**config.mk**
```make
export PLATFORM = sky130hd
export DESIGN_NAME = dsl_link
export DESIGN_NICKNAME = d
export VERILOG_FILES = /design/src/dsl_pkg.sv /design/src/dsl_link.sv /design/src/dsl_skid.sv
export SDC_FILE = /design/constraint.sdc
export NUM_CORES = 1
export LEC_CHECK = 0
export BUFFER_PORTS_ARGS = -buffer_cell sky130_fd_sc_hd__buf_2
export CAP_MARGIN = 20
export CORE_ASPECT_RATIO = 1.4
export CORE_MARGIN = 4
export CORE_UTILIZATION = 55
export CTS_CLUSTER_DIAMETER = 40
export CTS_CLUSTER_SIZE = 25
export DETAILED_ROUTE_END_ITERATION = 12
export PLACE_DENSITY = 0.74
export SLEW_MARGIN = 15
export SYNTH_ARGS = -nofsm -noshare
export SYNTH_HDL_FRONTEND = slang
export SYNTH_HIERARCHICAL = 1
export SYNTH_SLANG_ARGS = --single-unit
```
**constraint.sdc**
```tcl
create_clock -name sys_clk -period 3.15 [get_ports sys_clk]
set_clock_uncertainty 0.05 [all_clocks]
set_input_delay 0.4725 -clock sys_clk [delete_from_list [all_inputs] [get_ports sys_clk]]
set_output_delay 0.4725 -clock sys_clk [all_outputs]
set_load 0.005 [all_outputs]
```
**src/dsl_pkg.sv**
```systemverilog
package dsl_pkg;
	// Character coding
	localparam int unsigned CHAR_W = 7;
	localparam logic [6:0] CH_NUL = 7'h00;
	localparam logic [6:0] CH_SOH = 7'h01;
	localparam logic [6:0] CH_STX = 7'h02;
	localparam logic [6:0] CH_ETX = 7'h03;
	localparam logic [6:0] CH_EOT = 7'h04;
	localparam logic [6:0] CH_ENQ = 7'h05;
	localparam logic [6:0] CH_ACK = 7'h06;
	localparam logic [6:0] CH_NAK = 7'h15;
	localparam logic [6:0] CH_ID_BASE = 7'h30;

	// Clock and line rate
	localparam int unsigned CLK_HZ = 100_000_000;
	localparam int unsigned BAUD = 4800;
	localparam int unsigned MS_PER_S = 1000;
	localparam int unsigned BIT_CYC_DEF = CLK_HZ / BAUD;
	localparam int unsigned MS_CYC_DEF = CLK_HZ / MS_PER_S;
	localparam int unsigned PRE_W = 17;
	localparam logic [3:0] FRAME_LAST = 4'hA;

	// Millisecond windows and the points chosen inside them
	localparam int unsigned MS_W = 10;
	localparam logic [9:0] REPLY_MIN_MS = 10'h032;
	localparam logic [9:0] REPLY_MAX_MS = 10'h064;
	localparam logic [9:0] REPLY_DLY_MS = REPLY_MIN_MS + 10'h00A;
	localparam logic [9:0] POLL_DLY_MS = REPLY_MIN_MS + 10'h00A;
	localparam logic [9:0] CTS_DLY_MS = 10'h000;
	localparam logic [9:0] HOLD_MS = 10'h1F4;
	localparam logic [9:0] ACK_TO_MIN_MS = 10'h1F4;
	localparam logic [9:0] ACK_TO_MAX_MS = 10'h226;
	localparam logic [9:0] ACK_TO_MS = ACK_TO_MIN_MS + 10'h019;
	localparam logic [9:0] PULSE_MS = 10'h04B;
	localparam logic [9:0] PULSE_GAP_MS = 10'h04B;
	localparam logic [9:0] MS_SAT = 10'h3FF;

	// Response message store
	localparam int unsigned MSG_DEPTH = 16;
	localparam int unsigned MSG_AW = 4;
	localparam int unsigned BUF_W = CHAR_W + 1;

	typedef enum logic [3:0] {
		LK_IDLE, LK_REPLY_WAIT, LK_REPLY_SEND, LK_LOAD, LK_MSG_WAIT,
		LK_MSG_SEND, LK_ACK_WAIT, LK_PULSE_HI, LK_PULSE_LO
	} dsl_link_t;

	typedef enum logic [2:0] {
		PR_IDLE, PR_ID, PR_KIND, PR_CMD, PR_BODY, PR_BCC
	} dsl_parse_t;
endpackage

```
**src/dsl_link.sv**
```systemverilog
// Notes on behaviour
// 4800 bps, 7 data, even parity, 1 stop
// Fixed control codes and identity 30..33
// Sent messages end with XOR check character
// Good check gets ACK, bad gets NAK
// NAK code 15; resend until ACK arrives
// Parity-bad character becomes NUL, forcing rejection
// Awaiting ACK: other than ACK/EOT means NAK
// Half duplex; silent during purge or dispense
// One command at a time; nothing unsolicited
// Hold command 500 ms; newer command replaces
// Host ends retries with ACK or EOT
// Reply sent 50..100 ms after message, CTS on
// Operation starts at least 500 ms after ACK
// ACK wait times out between 500..550 ms
// Transmit within 0..50 ms of CTS
// Polled reply starts 50..100 ms after poll
// RTS off within 100 ms; no receive meanwhile
// Exit-count RTS pulses last 50..100 ms
// Host waits 550 ms before assuming ignored; the testbench host moves on after 120 ms
// Host resends 100..300 ms after NAK
// Host answers 100..500 ms after message
// Host waits 100 ms after EOT
// Raise RTS to send; hold while CTS off
// Poll is EOT, identity, ENQ
// Windows timed by restartable millisecond tick
`timescale 1ns/1ns
module dsl_link
	import dsl_pkg::*;
#(
	parameter int unsigned BIT_CYC = BIT_CYC_DEF,
	parameter int unsigned MS_CYC = MS_CYC_DEF
)(
	input wire logic sys_clk,
	input wire logic arst_n,
	input wire logic rxdPin,
	input wire logic ctsPin,
	input wire logic pollMode,
	input wire logic [1:0] commId,
	input wire logic opBusy,
	input wire logic noteExit,
	input wire logic rspValid,
	input wire logic [6:0] rspData,
	input wire logic rspLast,
	output logic rspReady,
	output logic txdPin,
	output logic rtsPin,
	output logic cmdGo,
	output logic [6:0] cmdCode,
	output logic rspDone
);
	// Pin synchronisers
	logic [4:0] pinMeta;
	logic [4:0] pinSync;
	logic rxLine;
	logic ctsOn;
	logic polled;
	logic [6:0] myId;

	always_ff @(posedge sys_clk or negedge arst_n)
	begin
		if (!arst_n)
		begin
			pinMeta <= 5'h1F;
			pinSync <= 5'h1F;
		end
		else
		begin
			pinMeta <= {commId, pollMode, ctsPin, rxdPin};
			pinSync <= pinMeta;
		end
	end
	assign rxLine = pinSync[0];
	assign ctsOn = pinSync[1];
	assign polled = pinSync[2];
	assign myId = CH_ID_BASE | {5'h00, pinSync[4:3]};

	// Receiver
	logic rxPrev;
	logic rxBusy;
	logic [3:0] rxBit;
	logic [PRE_W-1:0] rxDiv;
	logic [8:0] rxShift;
	logic rxDone;
	logic [6:0] rxChar;
	logic rxBad;

	always_ff @(posedge sys_clk or negedge arst_n)
	begin
		if (!arst_n)
		begin
			rxPrev <= 1'b1;
			rxBusy <= 1'b0;
			rxBit <= 4'h0;
			rxDiv <= '0;
			rxShift <= 9'h000;
			rxDone <= 1'b0;
			rxChar <= CH_NUL;
			rxBad <= 1'b0;
		end
		else
		begin
			rxPrev <= rxLine;
			rxDone <= 1'b0;
			if (!rxBusy)
			begin
				// Own transmissions echo nothing back: receive only with RTS off
				if (rxPrev && !rxLine && !rtsPin)
				begin
					rxBusy <= 1'b1;
					rxBit <= 4'h0;
					rxDiv <= PRE_W'(BIT_CYC / 2);
				end
			end
			else if (rxDiv != '0)
				rxDiv <= rxDiv - 1'b1;
			else
			begin
				rxDiv <= PRE_W'(BIT_CYC - 1);
				rxBit <= rxBit + 4'h1;
				if (rxBit == 4'h0 && rxLine)
					rxBusy <= 1'b0;
				else if (rxBit != FRAME_LAST - 4'h1)
					rxShift <= {rxLine, rxShift[8:1]};
				else
				begin
					rxBusy <= 1'b0;
					rxDone <= 1'b1;
					rxBad <= (^rxShift) || !rxLine;
					// Slot 0 holds the start bit, so data sits one place up
					rxChar <= ((^rxShift) || !rxLine) ? CH_NUL : rxShift[7:1];
				end
			end
		end
	end

	// Transmitter
	logic txGo;
	logic [6:0] txChar;
	logic txBusy;
	logic txDone;
	logic [3:0] txBit;
	logic [PRE_W-1:0] txDiv;
	logic [9:0] txShift;

	always_ff @(posedge sys_clk or negedge arst_n)
	begin
		if (!arst_n)
		begin
			txBusy <= 1'b0;
			txDone <= 1'b0;
			txBit <= 4'h0;
			txDiv <= '0;
			txShift <= 10'h3FF;
			txdPin <= 1'b1;
		end
		else
		begin
			txDone <= 1'b0;
			if (txGo)
			begin
				txBusy <= 1'b1;
				txBit <= 4'h0;
				txDiv <= PRE_W'(BIT_CYC - 1);
				txShift <= {1'b1, ^txChar, txChar, 1'b0};
				txdPin <= 1'b0;
			end
			else if (txBusy)
			begin
				if (txDiv != '0)
					txDiv <= txDiv - 1'b1;
				else if (txBit == FRAME_LAST - 4'h1)
				begin
					txBusy <= 1'b0;
					txDone <= 1'b1;
				end
				else
				begin
					txDiv <= PRE_W'(BIT_CYC - 1);
					txBit <= txBit + 4'h1;
					txShift <= {1'b1, txShift[9:1]};
					txdPin <= txShift[1];
				end
			end
		end
	end

	// Link sequencer
	dsl_link_t state;
	dsl_link_t next_state;
	logic [PRE_W-1:0] tmrPre;
	logic [9:0] tmr;
	logic [6:0] replyChar;
	logic [6:0] next_replyChar;
	logic cmdOk;
	logic cmdBad;
	logic pollSeen;
	logic msgReady;
	logic rspOwed;
	logic [MSG_AW:0] msgLen;
	logic [MSG_AW:0] txIdx;
	logic [6:0] msgBcc;
	logic lastSent;
	logic [7:0] pulsePend;
	logic bufValid;
	logic [BUF_W-1:0] bufData;
	logic bufPop;
	logic sendState;
	logic ackGot;
	logic [6:0] msgMem [MSG_DEPTH];

	assign sendState = state == LK_REPLY_SEND || state == LK_MSG_SEND;
	assign txGo = sendState && !txBusy && !lastSent;
	assign txChar = state == LK_REPLY_SEND ? replyChar
		: (txIdx == msgLen ? msgBcc : msgMem[txIdx[MSG_AW-1:0]]);
	assign bufPop = state == LK_LOAD && bufValid;
	// Only ACK or EOT closes the exchange; a NUL from bad parity cannot
	assign ackGot = rxChar == CH_ACK || rxChar == CH_EOT;

	dsl_skid #(
		.W(BUF_W)
	) rspBuf (
		.sys_clk(sys_clk),
		.arst_n(arst_n),
		.inValid(rspValid),
		.inData({rspLast, rspData}),
		.inReady(rspReady),
		.outValid(bufValid),
		.outData(bufData),
		.outReady(bufPop)
	);

	always_comb
	begin
		next_state = state;
		next_replyChar = replyChar;
		unique case (state)
			LK_IDLE:
			begin
				if (opBusy)
				begin
					if (pulsePend != 8'h00)
						next_state = LK_PULSE_HI;
				end
				else if (cmdOk || cmdBad)
				begin
					next_state = LK_REPLY_WAIT;
					next_replyChar = cmdOk ? CH_ACK : CH_NAK;
				end
				else if (polled && pollSeen)
				begin
					next_state = msgReady ? LK_MSG_WAIT : LK_REPLY_WAIT;
					next_replyChar = CH_EOT;
				end
				else if (rspOwed && !msgReady && bufValid)
					next_state = LK_LOAD;
				else if (!polled && msgReady)
					next_state = LK_MSG_WAIT;
				else if (pulsePend != 8'h00)
					next_state = LK_PULSE_HI;
			end
			LK_REPLY_WAIT:
				if (tmr >= REPLY_DLY_MS && ctsOn)
					next_state = LK_REPLY_SEND;
			LK_REPLY_SEND:
				if (txDone && lastSent)
					next_state = LK_IDLE;
			LK_LOAD:
				if (bufPop && bufData[BUF_W-1])
					next_state = LK_IDLE;
			LK_MSG_WAIT:
				if (tmr >= (polled ? POLL_DLY_MS : CTS_DLY_MS) && ctsOn)
					next_state = LK_MSG_SEND;
			LK_MSG_SEND:
				if (txDone && lastSent)
					next_state = LK_ACK_WAIT;
			LK_ACK_WAIT:
				if (rxDone)
					next_state = ackGot ? LK_IDLE : LK_MSG_WAIT;
				else if (tmr >= ACK_TO_MS)
					next_state = LK_MSG_WAIT;
			LK_PULSE_HI:
				if (tmr >= PULSE_MS)
					next_state = LK_PULSE_LO;
			LK_PULSE_LO:
				if (tmr >= PULSE_GAP_MS)
					next_state = LK_IDLE;
		endcase
	end

	always_ff @(posedge sys_clk or negedge arst_n)
	begin
		if (!arst_n)
		begin
			state <= LK_IDLE;
			replyChar <= CH_NAK;
			rtsPin <= 1'b0;
		end
		else
		begin
			state <= next_state;
			replyChar <= next_replyChar;
			// RTS drops the cycle after the last stop bit
			rtsPin <= next_state == LK_REPLY_WAIT || next_state == LK_REPLY_SEND
				|| next_state == LK_MSG_WAIT || next_state == LK_MSG_SEND
				|| next_state == LK_PULSE_HI;
		end
	end

	// Window timer, restarted with its prescaler on every state change
	always_ff @(posedge sys_clk or negedge arst_n)
	begin
		if (!arst_n)
		begin
			tmrPre <= '0;
			tmr <= 10'h000;
		end
		else if (next_state != state)
		begin
			tmrPre <= '0;
			tmr <= 10'h000;
		end
		else if (tmrPre == PRE_W'(MS_CYC - 1))
		begin
			tmrPre <= '0;
			if (tmr != MS_SAT)
				tmr <= tmr + 10'h001;
		end
		else
			tmrPre <= tmrPre + 1'b1;
	end

	// Message parser, live only while idle
	dsl_parse_t pst;
	logic [6:0] rxBcc;
	logic [6:0] cmdTmp;
	logic rxTaint;

	always_ff @(posedge sys_clk or negedge arst_n)
	begin
		if (!arst_n)
		begin
			pst <= PR_IDLE;
			rxBcc <= CH_NUL;
			cmdTmp <= CH_NUL;
			rxTaint <= 1'b0;
			cmdOk <= 1'b0;
			cmdBad <= 1'b0;
			pollSeen <= 1'b0;
		end
		else
		begin
			cmdOk <= 1'b0;
			cmdBad <= 1'b0;
			pollSeen <= 1'b0;
			if (state != LK_IDLE || opBusy)
				pst <= PR_IDLE;
			else if (rxDone)
			begin
				rxBcc <= rxBcc ^ rxChar;
				if (rxBad)
					rxTaint <= 1'b1;
				unique case (pst)
					PR_IDLE:
						if (rxChar == CH_EOT)
						begin
							pst <= PR_ID;
							rxBcc <= rxChar;
							rxTaint <= 1'b0;
						end
					PR_ID:
						pst <= rxChar == myId ? PR_KIND : PR_IDLE;
					PR_KIND:
						if (rxChar == CH_ENQ)
						begin
							pollSeen <= 1'b1;
							pst <= PR_IDLE;
						end
						else
						begin
							// Garbled text start still earns a NAK
							rxTaint <= rxTaint || rxChar != CH_STX;
							pst <= PR_CMD;
						end
					PR_CMD:
					begin
						cmdTmp <= rxChar;
						pst <= rxChar == CH_ETX ? PR_BCC : PR_BODY;
					end
					PR_BODY:
						if (rxChar == CH_ETX)
							pst <= PR_BCC;
					PR_BCC:
					begin
						pst <= PR_IDLE;
						cmdOk <= !rxTaint && !rxBad && rxChar == rxBcc;
						cmdBad <= rxTaint || rxBad || rxChar != rxBcc;
					end
				endcase
			end
		end
	end

	// Response store; kept for resends until the host closes it
	always_ff @(posedge sys_clk or negedge arst_n)
	begin
		if (!arst_n)
		begin
			msgReady <= 1'b0;
			msgLen <= '0;
			msgBcc <= CH_NUL;
			rspDone <= 1'b0;
		end
		else
		begin
			rspDone <= 1'b0;
			if (bufPop)
			begin
				msgBcc <= (msgLen == '0 ? CH_NUL : msgBcc) ^ bufData[6:0];
				// Words past the store depth are dropped
				if (msgLen != (MSG_AW + 1)'(MSG_DEPTH))
					msgLen <= msgLen + 1'b1;
				if (bufData[BUF_W-1])
					msgReady <= 1'b1;
			end
			else if (state == LK_ACK_WAIT && rxDone && ackGot)
			begin
				msgReady <= 1'b0;
				msgLen <= '0;
				rspDone <= 1'b1;
			end
		end
	end

	always_ff @(posedge sys_clk)
	begin
		if (bufPop && msgLen != (MSG_AW + 1)'(MSG_DEPTH))
			msgMem[msgLen[MSG_AW-1:0]] <= bufData[6:0];
	end

	// Character walk through a send
	always_ff @(posedge sys_clk or negedge arst_n)
	begin
		if (!arst_n)
		begin
			txIdx <= '0;
			lastSent <= 1'b0;
		end
		else if (!sendState)
		begin
			txIdx <= '0;
			lastSent <= 1'b0;
		end
		else if (txGo)
		begin
			txIdx <= txIdx + 1'b1;
			lastSent <= state == LK_REPLY_SEND || txIdx == msgLen;
		end
	end

	// Command hold; a later ACK restarts the window with the new code
	logic [PRE_W-1:0] holdPre;
	logic [9:0] holdMs;
	logic holdOn;
	logic [6:0] holdCode;
	logic ackSent;

	assign ackSent = state == LK_REPLY_SEND && txDone && lastSent && replyChar == CH_ACK;

	always_ff @(posedge sys_clk or negedge arst_n)
	begin
		if (!arst_n)
		begin
			holdPre <= '0;
			holdMs <= 10'h000;
			holdOn <= 1'b0;
			holdCode <= CH_NUL;
			cmdGo <= 1'b0;
			cmdCode <= CH_NUL;
			rspOwed <= 1'b0;
		end
		else
		begin
			cmdGo <= 1'b0;
			if (ackSent)
			begin
				holdPre <= '0;
				holdMs <= 10'h000;
				holdOn <= 1'b1;
				holdCode <= cmdTmp;
				rspOwed <= 1'b1;
			end
			else if (holdOn)
			begin
				if (holdMs == HOLD_MS)
				begin
					holdOn <= 1'b0;
					cmdGo <= 1'b1;
					cmdCode <= holdCode;
				end
				else if (holdPre == PRE_W'(MS_CYC - 1))
				begin
					holdPre <= '0;
					holdMs <= holdMs + 10'h001;
				end
				else
					holdPre <= holdPre + 1'b1;
			end
			if (!ackSent && rspDone)
				rspOwed <= 1'b0;
		end
	end

	// Exit-count pulses waiting for RTS
	always_ff @(posedge sys_clk or negedge arst_n)
	begin
		if (!arst_n)
			pulsePend <= 8'h00;
		else if (noteExit && !(state == LK_PULSE_LO && next_state == LK_IDLE))
		begin
			if (pulsePend != 8'hFF)
				pulsePend <= pulsePend + 8'h01;
		end
		else if (!noteExit && state == LK_PULSE_LO && next_state == LK_IDLE)
			pulsePend <= pulsePend - 8'h01;
	end
endmodule // dsl_link

```
**src/dsl_skid.sv**
```systemverilog
`timescale 1ns/1ns
module dsl_skid
	import dsl_pkg::*;
#(
	parameter int unsigned W = BUF_W
)(
	input wire logic sys_clk,
	input wire logic arst_n,
	input wire logic inValid,
	input wire logic [W-1:0] inData,
	output logic inReady,
	output logic outValid,
	output logic [W-1:0] outData,
	input wire logic outReady
);
	logic [W-1:0] slot [2];
	logic wrPtr;
	logic rdPtr;
	logic [1:0] fill;
	logic push;
	logic pop;
	logic [1:0] next_fill;

	assign push = inValid && inReady;
	assign pop = outValid && outReady;
	assign outValid = fill != 2'h0;
	assign outData = slot[rdPtr];

	always_comb
	begin
		next_fill = fill;
		if (push && !pop)
			next_fill = fill + 2'h1;
		else if (pop && !push)
			next_fill = fill - 2'h1;
	end

	always_ff @(posedge sys_clk or negedge arst_n)
	begin
		if (!arst_n)
		begin
			fill <= 2'h0;
			wrPtr <= 1'b0;
			rdPtr <= 1'b0;
			inReady <= 1'b0;
		end
		else
		begin
			fill <= next_fill;
			// Ready is a flop, so it looks one cycle ahead
			inReady <= next_fill != 2'h2;
			if (push)
				wrPtr <= !wrPtr;
			if (pop)
				rdPtr <= !rdPtr;
		end
	end

	always_ff @(posedge sys_clk)
	begin
		if (push)
			slot[wrPtr] <= inData;
	end
endmodule // dsl_skid

```
==> metrics.md <==
| Metric | Value |
|---|---|
| Crit start category | `flip-flop` |
| Highest net fanout along the worst path | `5` |
| Total area of sequential cells | `9250 sq um` |
| Switching power share of the total | `0.309` |
| Wire length of the first global-routing pass | `around 54 mm` |
| Top routing layer in use | `met4` |
| Result of the run | `complete, but fails checks` |
| Unrepaired setup endpoints after global routing | `yes` |
| Area growth syn-to-layout | `14.9%` |
| Number of DRC violations after detailed routing | `0` |
| Max capacitance violation total | `0` |
| Main area contributors after synthesis | `dfrtp_1 (31%), edfxtp_1 (24%), mux4_2 (4.1%)` |
| Launching element of the worst setup path | `txDiv[9]$_DFFE_PN0P_` |
| Number of rows created at floorplan | `73` |
| Most numerous cell types in the synthesized netlist | `dfrtp_1 (194), nand2_1 (173), edfxtp_1 (128)` |
| Part of the Yosys area used for sequential elements | `0.583` |
| Path class of the lowest-slack min-delay path | `in -> reg` |
| Number of setup violations in the final report | `5` |
| Total power density per cell area | `721 nW/um^2` |
| Final worst-path cycle share | `1.02` |
| Relative slew slack | `0.351` |
| Path depth of the worst reg2reg path | `9` |
| Detailed-route vias per instance | `5.74` |
| Aggregate global routing overflow | `0` |
| Arrival time at the worst endpoint | `about 3.6 ns` |
| Met1 routed wirelength after detailed routing | `13.0 mm` |
| Maximum level of the CTS H-tree | `2` |
| TritonCTS clock tree | `yes` |
| Leakage power of the design | `7.35 nW` |
| Chip Height | `209 microns` |
| Overall fraction of global-route tracks in use | `0.208` |
| Pin count of the biggest net entering global routing | `81` |
| Maximum clock rate | `0.312 GHz` |
| Antenna fix cells | `0` |
| CP endpoint kind | `flip-flop` |
| Total of buffers placed on input and output ports | `29` |
| Io pins | `30` |
| Met3 WL | `around 1.1 mm` |
| Most frequent cell on the critical path | `or3_4` |
| Minimum clock period | `between 3 and 4 ns` |
| Util after Layout | `0.641` |
| Crit-path cells | `or4_4 -> or3_4 -> or4_4 -> or3_4 -> o31ai_4 -> buf_6 -> or3_4 -> a22oi_2 -> o21a_1` |
| Clock power frac | `0.337` |
| Die area | `31600 sq um` |
| Die boundary width | `151 microns` |
| Register bit total from synthesis | `343` |
| Mapped Nets | `1423` |
| Insertion delay to the later sink of the worst-skew pair | `0.55 ns` |
| Final count of pins violating max slew | `0` |
| Root buffer selected by CTS | `clkbuf_16` |
| Min-delay src | `rspData[1]` |
| Post-synth EDFFs | `between 100 and 150` |
| Delay of the slowest cell on the worst path | `0.55 ns` |
| Post-synth ARST share | `0.627` |
| Hold path endpoint | `rspBuf/slot[0][1]$_DFFE_PP_` |
| Post-detailed-route count of antenna-violating nets | `0` |
| Cell depth of the worst hold path | `1` |
| Routed wire length per instance | `between 15 and 20 microns` |
| Cell area after synthesis | `15900 sq um` |
| Layout cell share with drive strength beyond 1 | `0.184` |
| Sequential share of power | `0.446` |
| Origin of the critical flop-to-flop path | `txDiv[9]$_DFFE_PN0P_` |
| Area of the core region | `28400 sq um` |
| Net Switching | `just over 4 mW` |
| TritonCTS Sinks | `343` |
| Cell taking the most area after synthesis | `dfrtp_1` |
| Overall Power | `13.1 mW` |
| Number of fillers in the final layout | `2104` |
| Area of the multi-input gates | `6280 sq um` |
| Internal reg-to-reg setup slack | `-0.06 ns` |
| Reg-to-reg critical path endpoint | `txDiv[8]$_DFFE_PN0P_` |
| Warning count from the yosys run | `6` |
| Internal power component | `9.08 mW` |
| Average instance area after synthesis | `11.5 sq um` |
| Clk buf depth | `3` |
| GP Congestion | `0.873` |
| Via count of the routed design | `10600` |
| Vias in the first global route | `10600` |
| Initial core utilization | `0.558` |
| Post-Route WL | `32.1 mm` |
| Initial DRC Count | `783` |
| Slowest stage cell on the critical path | `or4_4` |
| Dominant register cell in the synthesized netlist | `dfrtp_1` |
| Worst endpoint required time | `3.53 ns` |
| Clock edge transition at the registers on the reported setup and hold paths | `roughly 0.070 ns` |
| Post-Syn Instances | `roughly 1400` |
| Number of antenna violations at the first check in global routing | `0` |
| Unique masters post-synth | `82` |
| Violations in the final reports | `negative setup slack` |
| Measured slew at the worst slew-check pin | `around 0.95 ns` |
| Detailed-routed wire length on met2 | `17.0 mm` |
| Number of buffers created by CTS | `37` |
| Max rail drop VDD | `0.690 mV` |
| Net total in the final layout | `around 1500` |
| Setup CP Type | `reg -> reg` |
| Top-area cell type share of the netlist area | `0.306` |
| Number of hold-slack violations in the final timing report | `0` |
| Router iterations before antenna repair | `5` |
| Comb pwr share | `0.217` |
| HPWL after detailed placement | `22.1 mm` |
| Post-route worst setup slack | `-0.0602 ns` |
| Most instantiated library cell after synthesis | `dfrtp_1` |
[routing by layer]
metal,track usage,up-vias
li1,-,5096
met1,0.263,5263
met5,0,-
met2,0.366,227
met4,0.0670,0
met3,0.0308,62
[sequential cells by signal, indices dropped and copies added (netlist names), 7 cells and up]
signal	count
msgMem	112
holdPre	17
rxDiv	17
tmrPre	17
txDiv	17
rspBuf/slot	16
holdMs	10
tmr	10
rxShift	9
txShift	9
pulsePend	8
cmdCode	7
cmdTmp	7
holdCode	7
msgBcc	7
rxBcc	7
rxChar	7
[power by group through the flow]
| stage | Clock (mW) | Combinational [mW] | Sequential, mW |
|---|---|---|---|
| after floorplan | 0 | 2.11 | 5.74 |
| after global placement | 0 | 2.70 | 5.90 |
| after detailed placement | 0 | 2.79 | 5.92 |
| after CTS | 4.53 | 2.81 | 5.85 |
| after global routing | 4.74 | 3.20 | 5.92 |
| final | 4.43 | 2.84 | 5.86 |
[metrics by stage]
stage | instances | setup slack [ns] | area [sq um] | TNS [ns] | hold WS [ns]
after global routing | 1855 | -0.133 | 18200 | -1.53 | 0.0354
after floorplan | 1373 | 0.00121 | 15900 | 0 | 0.127
after global placement | 1773 | 0.0240 | 16700 | 0 | 0.297
final | 1855 | -0.0602 | 18200 | -0.122 | 0.0569
after CTS | 1847 | 0.0128 | 18100 | 0 | 0.0297
after detailed placement | 1773 | -0.0454 | 16700 | -0.394 | 0.300
[kinds of logic (layout without fill, tap and decap cells)]
logic type,count (synthesis),in the layout,synth area share
AOI/OAI and AO/OA,214,214,0.0855
DFF,343,343,0.583
and+or+nand+nor,511,512,0.156
buffers and inverters,106,212,0.0269
xor gates and xnor gates,108,108,0.0601
muxes,59,59,0.0623
adders and majority gates,32,32,0.0257
[area by class of cell]
class,count,area share
repair buffers,99,0.0418
flip-flops and latches,343,0.508
multi-input cells,925,0.345
well taps,375,0.0258
clock buffers,40,0.0514
clock inverters,28,0.0187
inverters,45,0.00955
[repair_timing]
action / 4_1_cts / 5_1_grt
endpoints found under the hold margin: 73 / 0
hold buffers: 6 / 0
setup endpoints to repair: 14 / 22
setup buffers: 0 / 7
resized for setup: 5 / 21
gates cloned: 0 / 1
pin swaps: 1 / 22
[critical path: cells and delay by family (launching register included)]
kind | cells | cell delay (ns)
AO/OA/AOI/OAI | 3 | 0.58
buffers and inverters | 1 | 0.19
AND/OR/NAND/NOR | 5 | 1.90
flip-flops | 1 | 0.38
[cell usage in the layout, fill, tap and decap left out, drive strengths merged, types with 8 or more instances in the layout]
cell type	netlist	final
dfrtp	194	194
nand2	173	173
edfxtp	128	128
nor2	128	128
buf	10	93
o21ai	80	80
xnor2	57	57
inv	45	56
xor2	51	51
a21oi	46	46
clkbuf	51	40
nand3	38	39
ha	31	31
mux4	29	29
nor3	27	27
mux2	27	27
nand4	26	26
and3	25	25
dfstp	21	21
or3	17	17
nor4	13	13
o31ai	13	13
nand2b	10	10
a22oi	10	10
and2	9	9
nor2b	8	8
and4	8	8
[worst max path at each step]
| stage | endpoint | slack [ns] |
|---|---|---|
| after global placement | txShift[3]$_DFFE_PN1P_ | 0.02 |
| after global routing | txDiv[8]$_DFFE_PN0P_ | -0.13 |
| final | txDiv[8]$_DFFE_PN0P_ | -0.06 |
| after CTS | pulsePend[7]$_DFFE_PN0P_ | 0.01 |
| after detailed placement | pulsePend[7]$_DFFE_PN0P_ | -0.05 |
| after floorplan | pulsePend[7]$_DFFE_PN0P_ | 0.001 |
(Power assumes the default switching activity.)
